### src/verilog/ufilc_pkg.sv
/*
 * Constants for the serial port control block: register offsets, field
 * positions, reset values, trigger levels and time-out figures.
 * Assumes a 100 MHz system clock and an 8-bit plain register port.
 */
// Contract
// RL1: FIFOs on, enables clear: polled status only
// RL2: Data-ready reads 1 while receive FIFO nonempty
// RL3: Holding-empty and transmitter-empty track FIFO, shifter
// RL4: Mask bits 0-3 gate four interrupts; 4-7 zero
// RL5: Other FIFO bits ignored unless bit 0 set
// RL6: Clear bits flush FIFO, self-return to zero
// RL7: Bit 3 selects ready-pin mode 0 or 1
// RL8: Mode 0 tx ready low while transmit path empty; code drives it low on transmit FIFO count zero and ignores the shifter
// RL9: Mode 0 rx ready low while data present
// RL10: Mode 1 tx ready high only when full
// RL11: Mode 1 rx ready low at trigger/time-out
// RL12: Trigger codes give 1, 4, 8, 14
// RL13: Source register reports highest-priority pending interrupt
// RL14: Reading source clears only reported interrupt
// RL15: Source codes 1,6,4,C,2,0; bit0 low pending
// RL16: Bits 7:6 show FIFO enable; 5:4 zero
// RL17: Word length 5 to 8 bits
// RL18: Stop bits one, one-half or two
// RL19: Parity enable and odd/even select
// RL20: Stick parity forces constant parity bit
// RL21: Break holds serial output low
// RL22: Bit 7 switches addresses to divisor latch
// RL23: Modem bits drive active-low outputs inverted
// RL24: Divisor bytes reachable only with bit 7 set
// RL25: Receive interrupt follows count versus trigger
// RL26: Time-out after four idle character times
// RL27: Holding-register write clears transmit-empty interrupt
package ufilc_pkg;
    // =========================================================
    // Register offsets
    localparam logic [2:0] OFS_DATA   = 3'h0;
    localparam logic [2:0] OFS_MASK   = 3'h1;
    localparam logic [2:0] OFS_FIFO   = 3'h2;
    localparam logic [2:0] OFS_FORMAT = 3'h3;
    localparam logic [2:0] OFS_MODEM  = 3'h4;
    localparam logic [2:0] OFS_STATUS = 3'h5;
    localparam logic [2:0] OFS_SCRAT  = 3'h7;
    // =========================================================
    // Field positions
    localparam int FC_EN     = 0;
    localparam int FC_RXCLR  = 1;
    localparam int FC_TXCLR  = 2;
    localparam int FC_MODE   = 3;
    localparam int LF_STOP   = 2;
    localparam int LF_PAR    = 3;
    localparam int LF_EVEN   = 4;
    localparam int LF_STICK  = 5;
    localparam int LF_BREAK  = 6;
    localparam int LF_DIV    = 7;
    // =========================================================
    // Reset values and codes
    localparam logic [7:0] RST_ZERO  = 8'h00;
    localparam logic [3:0] SRC_NONE  = 4'h1;
    localparam logic [3:0] SRC_LINE  = 4'h6;
    localparam logic [3:0] SRC_RXD   = 4'h4;
    localparam logic [3:0] SRC_RXTO  = 4'hC;
    localparam logic [3:0] SRC_TXE   = 4'h2;
    localparam logic [3:0] SRC_MODEM = 4'h0;
    localparam logic [4:0] FIFO_DEPTH = 5'h10;
    localparam logic [4:0] TRIG_L0 = 5'h01;
    localparam logic [4:0] TRIG_L1 = 5'h04;
    localparam logic [4:0] TRIG_L2 = 5'h08;
    localparam logic [4:0] TRIG_L3 = 5'h0E;
    // =========================================================
    // Receive time-out: four character times, counted in sample ticks
    localparam int CHAR_TIMES   = 4;
    localparam int TICKS_PER_BIT = 16;
endpackage

### src/verilog/ufilc_top.sv
/*
 * Control and status section of a 16-byte FIFO serial transceiver:
 * interrupt masking and source reporting, FIFO control, ready pins,
 * line format and modem outputs.
 * Assumes the datapath supplies FIFO counts, shifter state, received
 * events and a 16x sample tick; the host uses a plain register port.
 */
module ufilc_top (
    input  wire logic       ref_clk,
    input  wire logic       rstn,
    input  wire logic [2:0] regAddr,
    input  wire logic [7:0] regWdata,
    input  wire logic       regWr,
    input  wire logic       regRd,
    output logic [7:0]      regRdata,
    input  wire logic [4:0] rxCount,
    input  wire logic [4:0] txCount,
    input  wire logic       txShiftBusy,
    input  wire logic       rxCharIn,
    input  wire logic       sampleTick,
    input  wire logic       lineErrEvt,
    input  wire logic       modemEvt,
    input  wire logic [4:0] lineErrBits,
    input  wire logic       txSerialRaw,
    output logic            txSerial,
    output logic            rxFifoPop,
    output logic            txFifoPush,
    output logic [7:0]      txData,
    output logic            rxFifoClear,
    output logic            txFifoClear,
    output logic            fifoEnabled,
    output logic [3:0]      dataBits,
    output logic [1:0]      stopHalfBits,
    output logic            parityOn,
    output logic            parityEven,
    output logic            parityStick,
    output logic [15:0]     divisor,
    output logic            tx_ready_pin_n,
    output logic            rx_ready_pin_n,
    output logic            termReady_n,
    output logic            sendRequest_n,
    output logic            user_output_one_n,
    output logic            user_output_two_n,
    output logic            irqLine
);
    // =========================================================
    // State
    typedef struct packed {
        logic [7:0]  maskR;
        logic [7:0]  fifoR;
        logic [7:0]  formatR;
        logic [7:0]  modemR;
        logic [7:0]  scratchR;
        logic [15:0] divR;
        logic        lineP;
        logic        modemP;
        logic        txeP;
        logic        toP;
        logic        rxRdyN;
        logic        txRdyN;
        logic [9:0]  idleCnt;
        logic [7:0]  rdata;
        logic        rxPop;
        logic        txPush;
        logic [7:0]  txByte;
        logic        rxClr;
        logic        txClr;
        logic        txOut;
        logic        irq;
        logic [4:0]  prevTx;
        logic [3:0]  wordLen;
        logic [1:0]  stopHalf;
        logic [3:0]  modemN;
    } ufilc_state_t;

    ufilc_state_t st_r;
    ufilc_state_t st_nxt;

    logic [4:0] trigLevel;
    logic       fifoOn;
    logic       rxTrig;
    logic [3:0] srcCode;
    logic [9:0] toLimit;
    logic       rdSrc;
    logic       wrHold;
    logic [7:0] statusByte;

    // =========================================================
    // Decode of trigger, time-out limit and current source
    always_comb begin
        fifoOn = st_r.fifoR[ufilc_pkg::FC_EN];
        case (st_r.fifoR[7:6]) // RL12
            2'h0:    trigLevel = ufilc_pkg::TRIG_L0;
            2'h1:    trigLevel = ufilc_pkg::TRIG_L1;
            2'h2:    trigLevel = ufilc_pkg::TRIG_L2;
            default: trigLevel = ufilc_pkg::TRIG_L3;
        endcase
        // Character frame is start + data + parity + stop, in ticks
        toLimit = 10'((ufilc_pkg::CHAR_TIMES * ufilc_pkg::TICKS_PER_BIT)
                  * (32'(st_r.formatR[1:0]) + 32'd8)); // RL26
        rxTrig = fifoOn ? (rxCount >= trigLevel)
                        : (rxCount != 5'h00); // RL25
        // Fixed priority: line, receive, time-out, transmit, modem
        if (st_r.maskR[2] && st_r.lineP)
            srcCode = ufilc_pkg::SRC_LINE; // RL13 RL15
        else if (st_r.maskR[0] && rxTrig)
            srcCode = ufilc_pkg::SRC_RXD;
        else if (st_r.maskR[0] && st_r.toP)
            srcCode = ufilc_pkg::SRC_RXTO;
        else if (st_r.maskR[1] && st_r.txeP)
            srcCode = ufilc_pkg::SRC_TXE;
        else if (st_r.maskR[3] && st_r.modemP)
            srcCode = ufilc_pkg::SRC_MODEM; // RL4
        else
            srcCode = ufilc_pkg::SRC_NONE; // RL1
        rdSrc  = regRd && regAddr == ufilc_pkg::OFS_FIFO;
        wrHold = regWr && regAddr == ufilc_pkg::OFS_DATA
                 && !st_r.formatR[ufilc_pkg::LF_DIV];
        statusByte = {1'b0,
                      txCount == 5'h00 && !txShiftBusy, // RL3
                      txCount == 5'h00,
                      lineErrBits[4:1],
                      rxCount != 5'h00}; // RL2
    end

    // =========================================================
    // Next-state logic; hardware sets beat clears throughout
    always_comb begin
        st_nxt        = st_r;
        st_nxt.rxPop  = 1'b0;
        st_nxt.txPush = 1'b0;
        st_nxt.rxClr  = 1'b0;
        st_nxt.txClr  = 1'b0;
        st_nxt.prevTx = txCount;
        // Register writes
        if (regWr) begin
            case (regAddr)
                ufilc_pkg::OFS_DATA: begin
                    if (st_r.formatR[ufilc_pkg::LF_DIV])
                        st_nxt.divR[7:0] = regWdata; // RL22 RL24
                    else begin
                        st_nxt.txPush = 1'b1;
                        st_nxt.txByte = regWdata;
                    end
                end
                ufilc_pkg::OFS_MASK: begin
                    if (st_r.formatR[ufilc_pkg::LF_DIV])
                        st_nxt.divR[15:8] = regWdata; // RL24
                    else
                        st_nxt.maskR = {4'h0, regWdata[3:0]}; // RL4
                end
                ufilc_pkg::OFS_FIFO: begin
                    if (regWdata[ufilc_pkg::FC_EN])
                        st_nxt.fifoR = {regWdata[7:6], 2'b00,
                                        regWdata[3], 3'b001}; // RL5 RL7
                    else
                        st_nxt.fifoR = ufilc_pkg::RST_ZERO; // RL5
                    // Clear bits act once and never stay stored
                    st_nxt.rxClr = regWdata[ufilc_pkg::FC_EN]
                                   & regWdata[ufilc_pkg::FC_RXCLR]; // RL6
                    st_nxt.txClr = regWdata[ufilc_pkg::FC_EN]
                                   & regWdata[ufilc_pkg::FC_TXCLR]; // RL6
                end
                ufilc_pkg::OFS_FORMAT: st_nxt.formatR = regWdata;
                ufilc_pkg::OFS_MODEM:  st_nxt.modemR = {3'h0, regWdata[4:0]};
                ufilc_pkg::OFS_SCRAT:  st_nxt.scratchR = regWdata;
                default: ;
            endcase
        end
        // Reading the source register drops only what it reported
        if (rdSrc) begin
            case (srcCode) // RL14
                ufilc_pkg::SRC_LINE:  st_nxt.lineP = 1'b0;
                ufilc_pkg::SRC_RXTO:  st_nxt.toP = 1'b0;
                ufilc_pkg::SRC_TXE:   st_nxt.txeP = 1'b0;
                ufilc_pkg::SRC_MODEM: st_nxt.modemP = 1'b0;
                default: ;
            endcase
        end
        if (wrHold)
            st_nxt.txeP = 1'b0; // RL27
        if (regRd && regAddr == ufilc_pkg::OFS_STATUS)
            st_nxt.lineP = 1'b0;
        // Event sets come last so they win
        if (lineErrEvt)
            st_nxt.lineP = 1'b1;
        if (modemEvt)
            st_nxt.modemP = 1'b1;
        if (txCount == 5'h00 && st_r.prevTx != 5'h00)
            st_nxt.txeP = 1'b1;
        // Time-out counter: idle time with data below the trigger
        if (rxCharIn || (regRd && regAddr == ufilc_pkg::OFS_DATA)
            || rxCount == 5'h00 || rxTrig) begin
            st_nxt.idleCnt = 10'h000;
            if (rxCount == 5'h00)
                st_nxt.toP = 1'b0;
        end else if (sampleTick) begin
            if (st_r.idleCnt >= toLimit)
                st_nxt.toP = 1'b1; // RL26
            else
                st_nxt.idleCnt = st_r.idleCnt + 10'h001;
        end
        // Ready pins
        if (!fifoOn || !st_r.fifoR[ufilc_pkg::FC_MODE]) begin
            st_nxt.txRdyN = txCount != 5'h00; // RL8
            st_nxt.rxRdyN = rxCount == 5'h00; // RL9
        end else begin
            st_nxt.txRdyN = txCount == ufilc_pkg::FIFO_DEPTH; // RL10
            if (rxTrig || st_r.toP)
                st_nxt.rxRdyN = 1'b0; // RL11
            else if (rxCount == 5'h00)
                st_nxt.rxRdyN = 1'b1; // RL11
        end
        st_nxt.txOut = st_r.formatR[ufilc_pkg::LF_BREAK]
                       ? 1'b0 : txSerialRaw; // RL21
        st_nxt.irq = srcCode[0] == 1'b0;
        // Decoded format and pin levels are registered so every output
        // leaves a flip-flop; they follow the value written this cycle
        st_nxt.wordLen  = 4'(st_nxt.formatR[1:0]) + 4'h5; // RL17
        // Half-bit units: 2 = one, 3 = one and a half, 0 = two (4 halves)
        st_nxt.stopHalf = !st_nxt.formatR[ufilc_pkg::LF_STOP] ? 2'h2 // RL18
                          : (st_nxt.formatR[1:0] == 2'h0 ? 2'h3 : 2'h0);
        st_nxt.modemN   = ~st_nxt.modemR[3:0]; // RL23
        // Read data, one cycle after the strobe
        st_nxt.rdata = 8'h00;
        if (regRd) begin
            case (regAddr)
                ufilc_pkg::OFS_DATA: begin
                    if (st_r.formatR[ufilc_pkg::LF_DIV])
                        st_nxt.rdata = st_r.divR[7:0];
                    else
                        st_nxt.rxPop = 1'b1;
                end
                ufilc_pkg::OFS_MASK:
                    st_nxt.rdata = st_r.formatR[ufilc_pkg::LF_DIV]
                                   ? st_r.divR[15:8] : st_r.maskR;
                ufilc_pkg::OFS_FIFO:
                    st_nxt.rdata = {fifoOn, fifoOn, 2'b00, srcCode}; // RL16
                ufilc_pkg::OFS_FORMAT: st_nxt.rdata = st_r.formatR;
                ufilc_pkg::OFS_MODEM:  st_nxt.rdata = st_r.modemR;
                ufilc_pkg::OFS_STATUS: st_nxt.rdata = statusByte;
                ufilc_pkg::OFS_SCRAT:  st_nxt.rdata = st_r.scratchR;
                default:               st_nxt.rdata = 8'h00;
            endcase
        end
    end

    // =========================================================
    // State register
    always_ff @(posedge ref_clk or negedge rstn) begin
        if (!rstn) begin
            st_r        <= '0;
            st_r.rxRdyN <= 1'b1;
            st_r.txRdyN <= 1'b0;
            st_r.txOut  <= 1'b1;
            st_r.wordLen  <= 4'h5;
            st_r.stopHalf <= 2'h2;
            st_r.modemN   <= 4'hF;
        end else begin
            st_r <= st_nxt;
        end
    end

    // =========================================================
    // Outputs, all straight from flip-flops
    assign regRdata          = st_r.rdata;
    assign rxFifoPop         = st_r.rxPop;
    assign txFifoPush        = st_r.txPush;
    assign txData            = st_r.txByte;
    assign rxFifoClear       = st_r.rxClr;
    assign txFifoClear       = st_r.txClr;
    assign fifoEnabled       = st_r.fifoR[ufilc_pkg::FC_EN];
    assign dataBits          = st_r.wordLen; // RL17
    assign stopHalfBits      = st_r.stopHalf; // RL18
    assign parityOn          = st_r.formatR[ufilc_pkg::LF_PAR]; // RL19
    assign parityEven        = st_r.formatR[ufilc_pkg::LF_EVEN];
    assign parityStick       = st_r.formatR[ufilc_pkg::LF_STICK]; // RL20
    assign divisor           = st_r.divR;
    assign tx_ready_pin_n    = st_r.txRdyN;
    assign rx_ready_pin_n    = st_r.rxRdyN;
    assign termReady_n       = st_r.modemN[0]; // RL23
    assign sendRequest_n     = st_r.modemN[1];
    assign user_output_one_n = st_r.modemN[2];
    assign user_output_two_n = st_r.modemN[3];
    assign txSerial          = st_r.txOut;
    assign irqLine           = st_r.irq;

    // =========================================================
    // Checks
    chk_break_low: assert property (@(posedge ref_clk) disable iff (!rstn)
        st_r.formatR[6] |=> txSerial == 1'b0) // RL21
        else $error("break not driving line low");
    chk_mask_zero: assert property (@(posedge ref_clk) disable iff (!rstn)
        st_r.maskR[7:4] == 4'h0) // RL4
        else $error("mask upper bits set");
    chk_clear_pulse: assert property (@(posedge ref_clk) disable iff (!rstn)
        rxFifoClear |=> !rxFifoClear) // RL6
        else $error("receive clear held");
    chk_src_fifo: assert property (@(posedge ref_clk) disable iff (!rstn)
        rdSrc |=> regRdata[7:6] == {2{$past(fifoOn)}}) // RL16
        else $error("source bits 7:6 wrong");
    chk_modem_out: assert property (@(posedge ref_clk) disable iff (!rstn)
        termReady_n == !st_r.modemR[0]) // RL23
        else $error("terminal ready polarity wrong");
    chk_txe_clear: assert property (@(posedge ref_clk) disable iff (!rstn)
        wrHold && !(txCount == 5'h00 && st_r.prevTx != 5'h00)
        |=> !st_r.txeP) // RL27
        else $error("hold write left transmit interrupt");
    chk_fifo_gate: assert property (@(posedge ref_clk) disable iff (!rstn)
        regWr && regAddr == 3'h2 && !regWdata[0] |=> !fifoEnabled) // RL5
        else $error("fifo enabled without bit 0");
    chk_poll_none: assert property (@(posedge ref_clk) disable iff (!rstn)
        st_r.maskR[3:0] == 4'h0 |=> !irqLine) // RL1
        else $error("interrupt with all masked");
endmodule

### config.mk
export PLATFORM = sky130hd
export DESIGN_NAME = ufilc_top
export DESIGN_NICKNAME = d
export VERILOG_FILES = /design/src/verilog/ufilc_pkg.sv /design/src/verilog/ufilc_top.sv
export SDC_FILE = /design/constraint.sdc
export NUM_CORES = 1
export LEC_CHECK = 0
export ABC_AREA = 1
export BUFFER_PORTS_ARGS = -buffer_cell sky130_fd_sc_hd__buf_2
export CAP_MARGIN = 20
export CORE_MARGIN = 2
export CORE_UTILIZATION = 40
export CTS_BUF_LIST = sky130_fd_sc_hd__clkbuf_4 sky130_fd_sc_hd__clkbuf_8
export DETAILED_ROUTE_END_ITERATION = 7
export PLACE_DENSITY = 0.68
export REMOVE_ABC_BUFFERS = 1
export SYNTH_ARGS = -nofsm -noshare
export SYNTH_HDL_FRONTEND = slang
export SYNTH_SLANG_ARGS = --single-unit
export TNS_END_PERCENT = 30
### constraint.sdc
create_clock -name ref_clk -period 4.1 [get_ports ref_clk]
set_input_delay 0.205 -clock ref_clk [delete_from_list [all_inputs] [get_ports ref_clk]]
set_output_delay 0.205 -clock ref_clk [all_outputs]
set_load 0.1 [all_outputs]
==> results.toml, run 1 <==
[cts]
tritoncts_clock_tree = "yes"
cts.clk_slew.worst_paths_ns = 0.10
clk_path_buf_depth = 2
h-tree-depth = 3
cts.repair_timing.setup_buffer_count = 0
clock_latency_reported_for_the_late_side_of_the_worst_skew_pair_ns = 0.36
root_buffer = "clkbuf_8"
tritoncts_num_sinks = 98
post_cts.resized_instances = 0
numCtsBuffers = 9

[grt]
number_of_antenna_violations_at_the_first_check_in_global_routing = 0
pin_count_of_the_biggest_net_entering_global_routing = 75
grt_remaining_overflow = 0
grt_pass1_wl_um = 18600
grt.total_usage = 0.187
first_global_vias = 3599

[finish]
area_growth_syn_to_layout_pct = 11.6
insertedDiodeCount = 0
final_cell_count_no_fill = 741
final_net_count = 639
finish.utilization = 0.459
drive_gt1_frac = 0.226

[synth]
ys_top_cells_by_area = "dfrtp_1 47%, nand2_1 9.4%, o21ai_0 6.5%"
dominantRegCellSynth = "dfrtp_1"
synth.top_cell.area_share = 0.475
synth_edf_count = 0
synth_cell_type_count = 41
sequential_element_share_of_the_synthesized_area = 0.525
total_of_warnings_raised_by_yosys = 0
synthesis.area_per_instance_um2 = 8.82
share_of_async_settable_or_async_resettable_flops_after_synthesis = 1.00
flip_flop_and_latch_count_after_synthesis = 98
netlist_area_mm2 = 0.00469
synthesis.instances = 532
post-synth-top-area-cell = "dfrtp_1"

[route]
drt-pass1-iter-count = 5
finalWirelength_um = 11500
drt_iter0_drc = 289
wl_per_instance_um = 15.5
route.detailed.drc = 0
total_number_of_vias = 3787
route.detailed.vias_per_inst = 5.11
route.antenna.remaining_nets = 0

[worst_setup_path]
cp.required_ns = 4.36
critical-path-max-stage-delay_ns = 0.40
timing.critical_path.from_type = "register"
critPathMaxFanout = 7
worst-endpoint-arrival_ns = 2.22
cp_cell_sequence = "inv_1 > ha_1 > inv_1 > nor2_1 > o31ai_1 > nand3_1 > inv_1 > nand3_1 > nand2_1 > nor2_1"
cp-end-kind = "register"
critPathMostFrequentCell = "inv_1"
worstSetupPathType = "reg2reg"
cp_slowest_cell = "dfrtp_1"

[timing]
timing.hold.ws_ns = -0.0407
max_slew_margin = 0.365
final.setup.tns_ns = 0
post-route-period-util = 0.478
finalClockSkew_ns = 0.0167
slew_viol_final = 0
final_hold_viol_count = 22
setup_viol = 0
rsz0062_at_grt = "no"
min_period_ns = 1.96
tightestPinTransition_ns = 0.952
final_critical_path_setup_slack_ns = 2.14
timing.fmax_mhz = 510

[place]
place_congestion = 0.889
dp.final_hpwl_um = 8390
pre_cts_slack_ns = 2.16
post-place-cells = 719
total_of_buffers_placed_on_input_and_output_ports = 88

[power]
pwr-share-clk = 0.196
internal_power_mw = 1.55
power.leakage_nw = 2.69
vdd.ir_drop.worst_v = 0.000395
cellPowerDensity_mw_per_mm2 = 578
overall_power_consumption_mw = 3.03
combinationalPowerShare = 0.396
switching_part_of_the_total_power = 0.487
power.switching_mw = 1.47
power.sequential.fraction = 0.408

[die]
floorplan.core_area_mm2 = 0.0114
floorplan.die.height_um = 112
die_w_um = 112
core_rows = 39
ioPinCount = 90
starting_utilization_of_the_core_area = 0.411
design.die.area_mm2 = 0.0126

[hold_path]
worst_hold_path_type = "in2async"

[run_status]
result_of_the_run = "finished, violations left"
violations = "negative hold slack"

[job]
max_cap_viol_count = 0
area by class of cell:
class | count | area [um^2]
multi-input cells | 319 | 1640
flip-flops and latches | 98 | 2460
inverters | 70 | 263
clock inverters | 7 | 62.6
repair buffers | 95 | 510
well taps | 143 | 179
clock buffers | 9 | 124
fillers | 1137 | 6180
critical path: cells and delay by family (launching register included):
family	cells	cell delay (ns)
DFF	1	0.40
adders and majority gates	1	0.29
AOI/OAI and AO/OA	1	0.29
buffers and inverters	3	0.39
and+or+nand+nor	5	0.50
placed cells by master, fill, tap and decap left out, types with 2 or more instances in the layout:
master         synthesis  layout
a211oi_1               3       3
a21oi_1               11      11
a31oi_1                2       2
a32oi_1                2       2
buf_2                  4      87
buf_4                 38       2
clkbuf_8               0       9
clkinvlp_4             0       2
dfrtp_1               89      89
dfstp_2                9       9
dlygate4sd3_1          0       6
ha_1                  10      10
inv_1                 65      65
inv_2                  5       5
inv_6                  0       3
nand2_1              117     117
nand2_2                4       4
nand3_1               24      24
nand3b_1               2       2
nand4_1                6       6
nor2_1                34      34
nor2_4                 3       3
nor3_1                 8       8
nor4_1                 2       2
o211ai_1               2       2
o21ai_0               61      61
o21ai_1                4       4
o21ai_2                2       2
o22ai_1                3       3
o2bb2ai_1              2       2
or2_2                  2       2
xor2_1                 4       4
cell usage after synthesis (2+ instances only):
master / n
nor3_1: 8
o2bb2ai_1: 2
or2_2: 2
nand2_2: 4
o21ai_0: 61
xor2_1: 4
ha_1: 10
o211ai_1: 2
o22ai_1: 3
nand3_1: 24
nand4_1: 6
buf_6: 2
nand2_1: 117
a31oi_1: 2
inv_1: 65
buf_4: 38
a32oi_1: 2
dfstp_2: 9
buf_2: 4
nand3b_1: 2
o21ai_2: 2
o21ai_1: 4
a21oi_1: 11
inv_2: 5
dfrtp_1: 89
a211oi_1: 3
nor4_1: 2
nor2_1: 34
nor2_4: 3
repair_timing:
| action | in CTS | in global routing |
|---|---|---|
| hold buffers | 6 | 0 |
| setup endpoints to repair | 0 | 0 |
| endpoints found under the hold margin | 6 | 0 |
final timing paths:
path                                to  slack, ns  cells past startpoint     start
max in group asynchronous  dataBits[2]       3.16                      2      rstn
max                           st_r[42]       2.14                     10  st_r[86]
min                           st_r[80]      -0.04                      1      rstn
max reg2reg                   st_r[42]       2.14                     10  st_r[86]
min in group ref_clk          st_r[51]       0.04                      3  modemEvt
min reg2reg                   txSerial       0.46                      1  st_r[91]
logic make-up after synthesis:
kind of cell,after synthesis,share of synthesized area
AO/OA/AOI/OAI,98,0.117
XOR/XNOR,4,0.00746
adder cells (fa/ha/maj),10,0.0267
buffers and inverters,115,0.127
flip-flops,98,0.525
AND/OR/NAND/NOR,207,0.197
metal layers:
metal  global-route usage  part of all wire  vias up
li1                     -                 -     1808
met1                0.257              0.45     1814
met2                0.303              0.48      151
met3               0.0421             0.063       14
met4               0.0504             0.014        0
met5                    0                 0        -
stage by stage:
| stage | hold slack (ns) | cell area, um^2 |
|---|---|---|
| after floorplan | -0.0906 | 4360 |
| after global placement | 0.329 | 4990 |
| after detailed placement | 0.330 | 4990 |
| after CTS | 0.00868 | 5240 |
| after global routing | 0.0308 | 5240 |
| final | -0.0407 | 5240 |
flip-flops by register name (all words and copies together) (netlist names), 2 cells and up:
register and cells:
st_r 44, divisor 16, regRdata 8, txData 8
dataBits 4, stopHalfBits 2
power by group through the flow:
stage | Sequential [mW] | Combinational [mW] | Clock [mW]
finish | 1.23 | 1.20 | 0.595
global route | 1.26 | 1.27 | 0.664
CTS | 1.23 | 1.20 | 0.612
detailed placement | 1.25 | 1.20 | 0
global placement | 1.25 | 1.18 | 0
floorplan | 1.97 | 0.228 | 0
Note: power is estimated with default switching activity, not from simulation.
==> run 2, diff against run 1 <==
- ABC_AREA: 1 -> 0
- PLACE_DENSITY: 0.68 -> 0.7
- clock period: 4.1 -> 1.65 ns (I/O delays scaled with it)
==> results.toml, run 2 <==
[die]
design.die.area_mm2 = 0.0128
floorplan.die.height_um = 113
die_w_um = 113
starting_utilization_of_the_core_area = 0.414
ioPinCount = 90
floorplan.core_area_mm2 = 0.0115
core_rows = 39

[timing]
tightestPinTransition_ns = 0.522
min_period_ns = 2.08
post-route-period-util = 1.26
rsz0062_at_grt = "yes"
finalClockSkew_ns = 0.00959
max_slew_margin = 0.654
setup_viol = 19
final_hold_viol_count = 0
final_critical_path_setup_slack_ns = -0.426
slew_viol_final = 0
timing.fmax_mhz = 482

[synth]
total_of_warnings_raised_by_yosys = 0
netlist_area_mm2 = 0.00477
synthesis.area_per_instance_um2 = 11.0
synth.top_cell.area_share = 0.467
share_of_async_settable_or_async_resettable_flops_after_synthesis = 1.00
sequential_element_share_of_the_synthesized_area = 0.516
post-synth-top-area-cell = "dfrtp_1"
ys_top_cells_by_area = "dfrtp_1 47%, mux2_2 10%, buf_4 6.0%"
dominantRegCellSynth = "dfrtp_1"
post-synth-top-count-cell = "dfrtp_1"
flip_flop_and_latch_count_after_synthesis = 98
synth_cell_type_count = 60
synth_top_cells_by_count = "89 x dfrtp_1, 47 x nand2_1, 43 x mux2_2"
synth_edf_count = 0
synthesis.instances = 432

[cts]
cts.clk_slew.worst_paths_ns = 0.09
root_buffer = "clkbuf_8"
h-tree-depth = 3
clk_path_buf_depth = 2
clock_latency_reported_for_the_late_side_of_the_worst_skew_pair_ns = 0.36
tritoncts_num_sinks = 98
tritoncts_clock_tree = "yes"
numCtsBuffers = 9

[power]
power.leakage_nw = 2.78
vdd.ir_drop.worst_v = 0.000908
cellPowerDensity_mw_per_mm2 = 1410
overall_power_consumption_mw = 8.25

[worst_setup_path]
critPathMaxFanout = 6
worstSetupPathType = "reg2reg"
cp.required_ns = 1.95
timing.critical_path.from_type = "register"
source_of_the_worst_register_to_register_timing_path = "st_r[99]"
worstReg2RegEnd = "st_r[49]"
setup.worst_path.start = "st_r[99]"
reg2reg_setup_slack_ns = -0.43
worst-endpoint-arrival_ns = 2.37
timing.critical_path.to = "st_r[49]"
worst-r2r-cell-count = 7
cp-end-kind = "register"

[finish]
register_bank_with_the_most_flops = "st_r"
area_growth_syn_to_layout_pct = 22.4
commonest_non_fill_non_tap_cells_in_the_layout = "89 x dfrtp_1, 87 x buf_2, 54 x buf_4, 46 x nand2_1, 43 x mux2_2"
final_common_cell = "dfrtp_1"
insertedDiodeCount = 0
largest_reg_flops = 44
final_net_count = 594
drive_gt1_frac = 0.429
final_cell_count_no_fill = 696

[grt]
grt.total_usage = 0.196
first_global_vias = 3848
pin_count_of_the_biggest_net_entering_global_routing = 38
number_of_antenna_violations_at_the_first_check_in_global_routing = 0
grt_remaining_overflow = 0
grt_pass1_wl_um = 19500

[route]
drt-pass1-iter-count = 6
total_number_of_vias = 3633
finalWirelength_um = 11900
route.antenna.remaining_nets = 0
route.detailed.vias_per_inst = 5.22
wl_per_instance_um = 17.2
drt_iter0_drc = 297
route.detailed.drc = 3

[place]
dp.final_hpwl_um = 8880
total_of_buffers_placed_on_input_and_output_ports = 88
place_congestion = 0.862
post-place-cells = 662

[run_status]
result_of_the_run = "finished, violations left"
violations = "design-rule violations, negative setup slack"

[hold_path]
worst_hold_path_type = "in2reg"

[job]
max_cap_viol_count = 0
## run 2: changes by cell type after synthesis, moves of 7 or more
cell,previous run,this run
nand2_1,117,47
inv_1,65,20
o21ai_0,61,16
mux2_2,0,43
nor2_1,34,8
nand3_1,24,13
mux2i_1,0,9
nor2_2,1,10
and3_1,0,8
xnor2_1,0,8
clkbuf_1,1,8
nor2b_1,0,7
## run 2: power by group
part / internal, mW / total (mW) / leakage [nW] / switching, mW
logic: 0.848 / 3.66 / 1.47 / 2.81
registers: 2.87 / 3.16 / 1.21 / 0.294
clock network: 0.637 / 1.43 / 0.0937 / 0.789
## run 2: logic make-up (layout without fill, tap and decap cells)
family | count (synthesis) | after routing | synth area share
and+or+nand+nor | 130 | 131 | 0.143
DFF | 98 | 98 | 0.516
buffers and inverters | 75 | 195 | 0.0918
AOI/OAI and AO/OA | 58 | 58 | 0.0829
muxes | 53 | 53 | 0.125
adders and majority gates | 10 | 10 | 0.0262
xor gates and xnor gates | 8 | 8 | 0.0147
## run 2: worst min-delay path by stage
stage,start,endpoint,slack (ns),cells after the start
2_1_floorplan,rstn,dataBits[1],-0.21,0
3_3_place_gp,rstn,st_r[77],0.08,1
3_5_place_dp,rstn,divisor[10],0.08,1
4_1_cts,regRd,st_r[52],0.009,3
5_1_grt,regRd,st_r[52],0.04,3
6_report,regRd,st_r[52],0.03,3
## run 2: worst max-delay path, cell delays in order, from the launching register on
cell      delay [ns]
dfrtp_1         0.40
buf_6           0.13
nand2_2         0.08
ha_4            0.21
a311oi_4        0.35
o211ai_2        0.14
or4_4           0.57
o21ai_2         0.13
## run 2: layout make-up
cell class              instances  area [um^2]
clock buffers                  13          160
clock inverters                 3         17.5
fillers                      1020         5680
inverters                      21         78.8
multi-input cells             260         1920
flip-flops and latches         98         2460
well taps                     143          179
repair buffers                158         1020
## run 2: stage by stage
step / TNS, ns / instance area, um^2 / utilization / setup WS, ns / hold slack, ns
floorplan: -6.62 / 4410 / - / -0.461 / -0.213
global placement: -6.40 / 5450 / 0.473 / -0.480 / 0.0778
detailed placement: -7.46 / 5450 / 0.473 / -0.528 / 0.0794
CTS: -7.23 / 5830 / 0.506 / -0.471 / 0.00918
global route: -8.78 / 5840 / 0.507 / -0.508 / 0.0355
finish: -7.04 / 5840 / 0.507 / -0.426 / 0.0284
## run 2: timing repair
item,CTS,global route
cloned,1,0
buffers inserted,2,0
gates resized for setup,7,2
hold buffers,15,0
endpoints found under the setup margin,19,24
endpoints found under the hold margin,43,0
pin swaps,15,4
## run 2: metal layers
layer  share of wire  GRT usage
met5               0          0
met4           0.031     0.0943
met3           0.059     0.0482
met2            0.49      0.324
met1            0.42      0.241
==> run 3, diff against run 2 <==
- CORE_UTILIZATION: 40 -> 52
- PLACE_DENSITY: 0.7 -> 0.86
==> results.toml, run 3 (synthesized netlist as in run 2, its figures left out) <==
[timing]
rsz0062_at_grt = "yes"
timing.fmax_mhz = 475
slew_viol_final = 0
final.setup.tns_ns = -6.77
final_critical_path_setup_slack_ns = -0.455
setup_viol = 19
max_slew_margin = 0.654
tightestPinTransition_ns = 0.519
min_period_ns = 2.11
finalClockSkew_ns = 0.0108
final_hold_viol_count = 0
post-route-period-util = 1.28
timing.hold.ws_ns = 0.00930

[worst_setup_path]
worstSetupPathType = "reg2reg"
critical-path-max-stage-delay_ns = 0.57
reg2reg_setup_slack_ns = -0.46
cp-end-kind = "register"
cp_cell_sequence = "nor2_1 > ha_1 > nand2b_4 > a311oi_4 > o211ai_2 > or4_4 > o21ai_1"
worst-r2r-cell-count = 7
worst-endpoint-arrival_ns = 2.40
timing.critical_path.from_type = "register"
cp.required_ns = 1.95
critPathMaxFanout = 6
cp_slowest_cell = "or4_4"
worstReg2RegEnd = "st_r[49]"
source_of_the_worst_register_to_register_timing_path = "st_r[100]"

[hold_path]
min_path_cells = 3
timing.hold.worst_endpoint = "txData[6]"
worst_hold_startpoint = "regWdata[6]"
worst_hold_path_type = "in2reg"

[route]
route.antenna.remaining_nets = 0
finalWirelength_um = 11600
total_number_of_vias = 3592
route.detailed.vias_per_inst = 5.50
drt_iter0_drc = 244
drt-pass1-iter-count = 5
wl_per_instance_um = 17.8
route.detailed.drc = 0

[cts]
numCtsBuffers = 9
clk_path_buf_depth = 2
tritoncts_num_sinks = 98
root_buffer = "clkbuf_8"
cts.clk_slew.worst_paths_ns = 0.10
clock_latency_reported_for_the_late_side_of_the_worst_skew_pair_ns = 0.37
tritoncts_clock_tree = "yes"
h-tree-depth = 3

[die]
design.die.area_mm2 = 0.00996
floorplan.core_area_mm2 = 0.00881
starting_utilization_of_the_core_area = 0.542
die_w_um = 99.8
floorplan.die.height_um = 99.8
core_rows = 34
ioPinCount = 90

[power]
overall_power_consumption_mw = 8.28
cellPowerDensity_mw_per_mm2 = 1440
vdd.ir_drop.worst_v = 0.00105
power.leakage_nw = 2.74

[grt]
grt_remaining_overflow = 0
pin_count_of_the_biggest_net_entering_global_routing = 32
grt_pass1_wl_um = 18900
first_global_vias = 3726
grt.total_usage = 0.243
number_of_antenna_violations_at_the_first_check_in_global_routing = 0

[run_status]
violations = "negative setup slack"
result_of_the_run = "finished, violations left"

[finish]
final_net_count = 586
final-seq-area_mm2 = 0.00246
register_bank_with_the_most_flops = "st_r"
multiInputGateArea_mm2 = 0.00191
commonest_non_fill_non_tap_cells_in_the_layout = "88 x dfrtp_1, 87 x buf_2, 49 x buf_4, 46 x nand2_1, 43 x mux2_2"
nFillCells = 680
largest_reg_flops = 44
final_common_cell = "dfrtp_1"
drive_gt1_frac = 0.424
insertedDiodeCount = 0
area_growth_syn_to_layout_pct = 20.2

[job]
max_cap_viol_count = 0

[place]
place_congestion = 0.856
pre_cts_slack_ns = -0.605
total_of_buffers_placed_on_input_and_output_ports = 88
dp.final_hpwl_um = 8540
[run 3: changes by cell type in the layout (fill, tap and decap cells not counted), sizes merged]
cell,change
clkinv,+1
dlygate4sd3,-3
clkbuf,-3
buf,-5
inv,+1
clkinvlp,+1
[run 3: area by class of cell]
type,count,area share
flip-flops and latches,98,0.430
multi-input cells,260,0.333
repair buffers,150,0.168
well taps,108,0.0236
clock buffers,10,0.0229
inverters,21,0.0137
clock inverters,6,0.00916
[run 3: report_power, final]
part	switching (mW)	internal [mW]
Sequential	0.307	2.87
Combinational	2.83	0.834
Clock	0.864	0.583
Total	4.00	4.28
[run 3: worst max-delay path by stage]
| stage | from | to | slack (ns) | cells past startpoint |
|---|---|---|---|---|
| floorplan | st_r[100] | st_r[49] | -0.46 | 7 |
| global placement | st_r[100] | st_r[49] | -0.48 | 7 |
| detailed placement | st_r[100] | st_r[49] | -0.61 | 7 |
| CTS | st_r[100] | st_r[49] | -0.52 | 7 |
| global route | st_r[100] | st_r[49] | -0.57 | 7 |
| finish | st_r[100] | st_r[49] | -0.46 | 7 |
[run 3: metal layers]
| layer | vias up | track usage | share of wire |
|---|---|---|---|
| met4 | 0 | 0.0854 | 0.017 |
| li1 | 1679 | - | - |
| met1 | 1788 | 0.324 | 0.43 |
| met5 | - | 0 | 0 |
| met2 | 103 | 0.409 | 0.50 |
| met3 | 22 | 0.0376 | 0.053 |
[run 3: critical path, delay by kind of cell (launching register included)]
family / cells / cell delay, ns
adder cells (fa/ha/maj): 1 / 0.25
AND/OR/NAND/NOR: 3 / 0.84
flip-flops: 1 / 0.40
AO/OA/AOI/OAI: 3 / 0.56
[run 3: repair_timing]
action,in CTS,in global routing
setup endpoints to repair,19,22
gates resized for setup,5,2
setup buffers,0,1
hold buffers,12,0
gates cloned,1,0
hold endpoints to repair,64,0
pin swaps,16,1
[run 3: stage by stage]
stage           util  cell area [um^2]  instances
3_5_place_dp   0.611              5380        623
2_1_floorplan      -              4410        378
6_report       0.652              5740        653
3_3_place_gp   0.611              5380        623
4_1_cts        0.650              5730        652
5_1_grt        0.652              5740        653
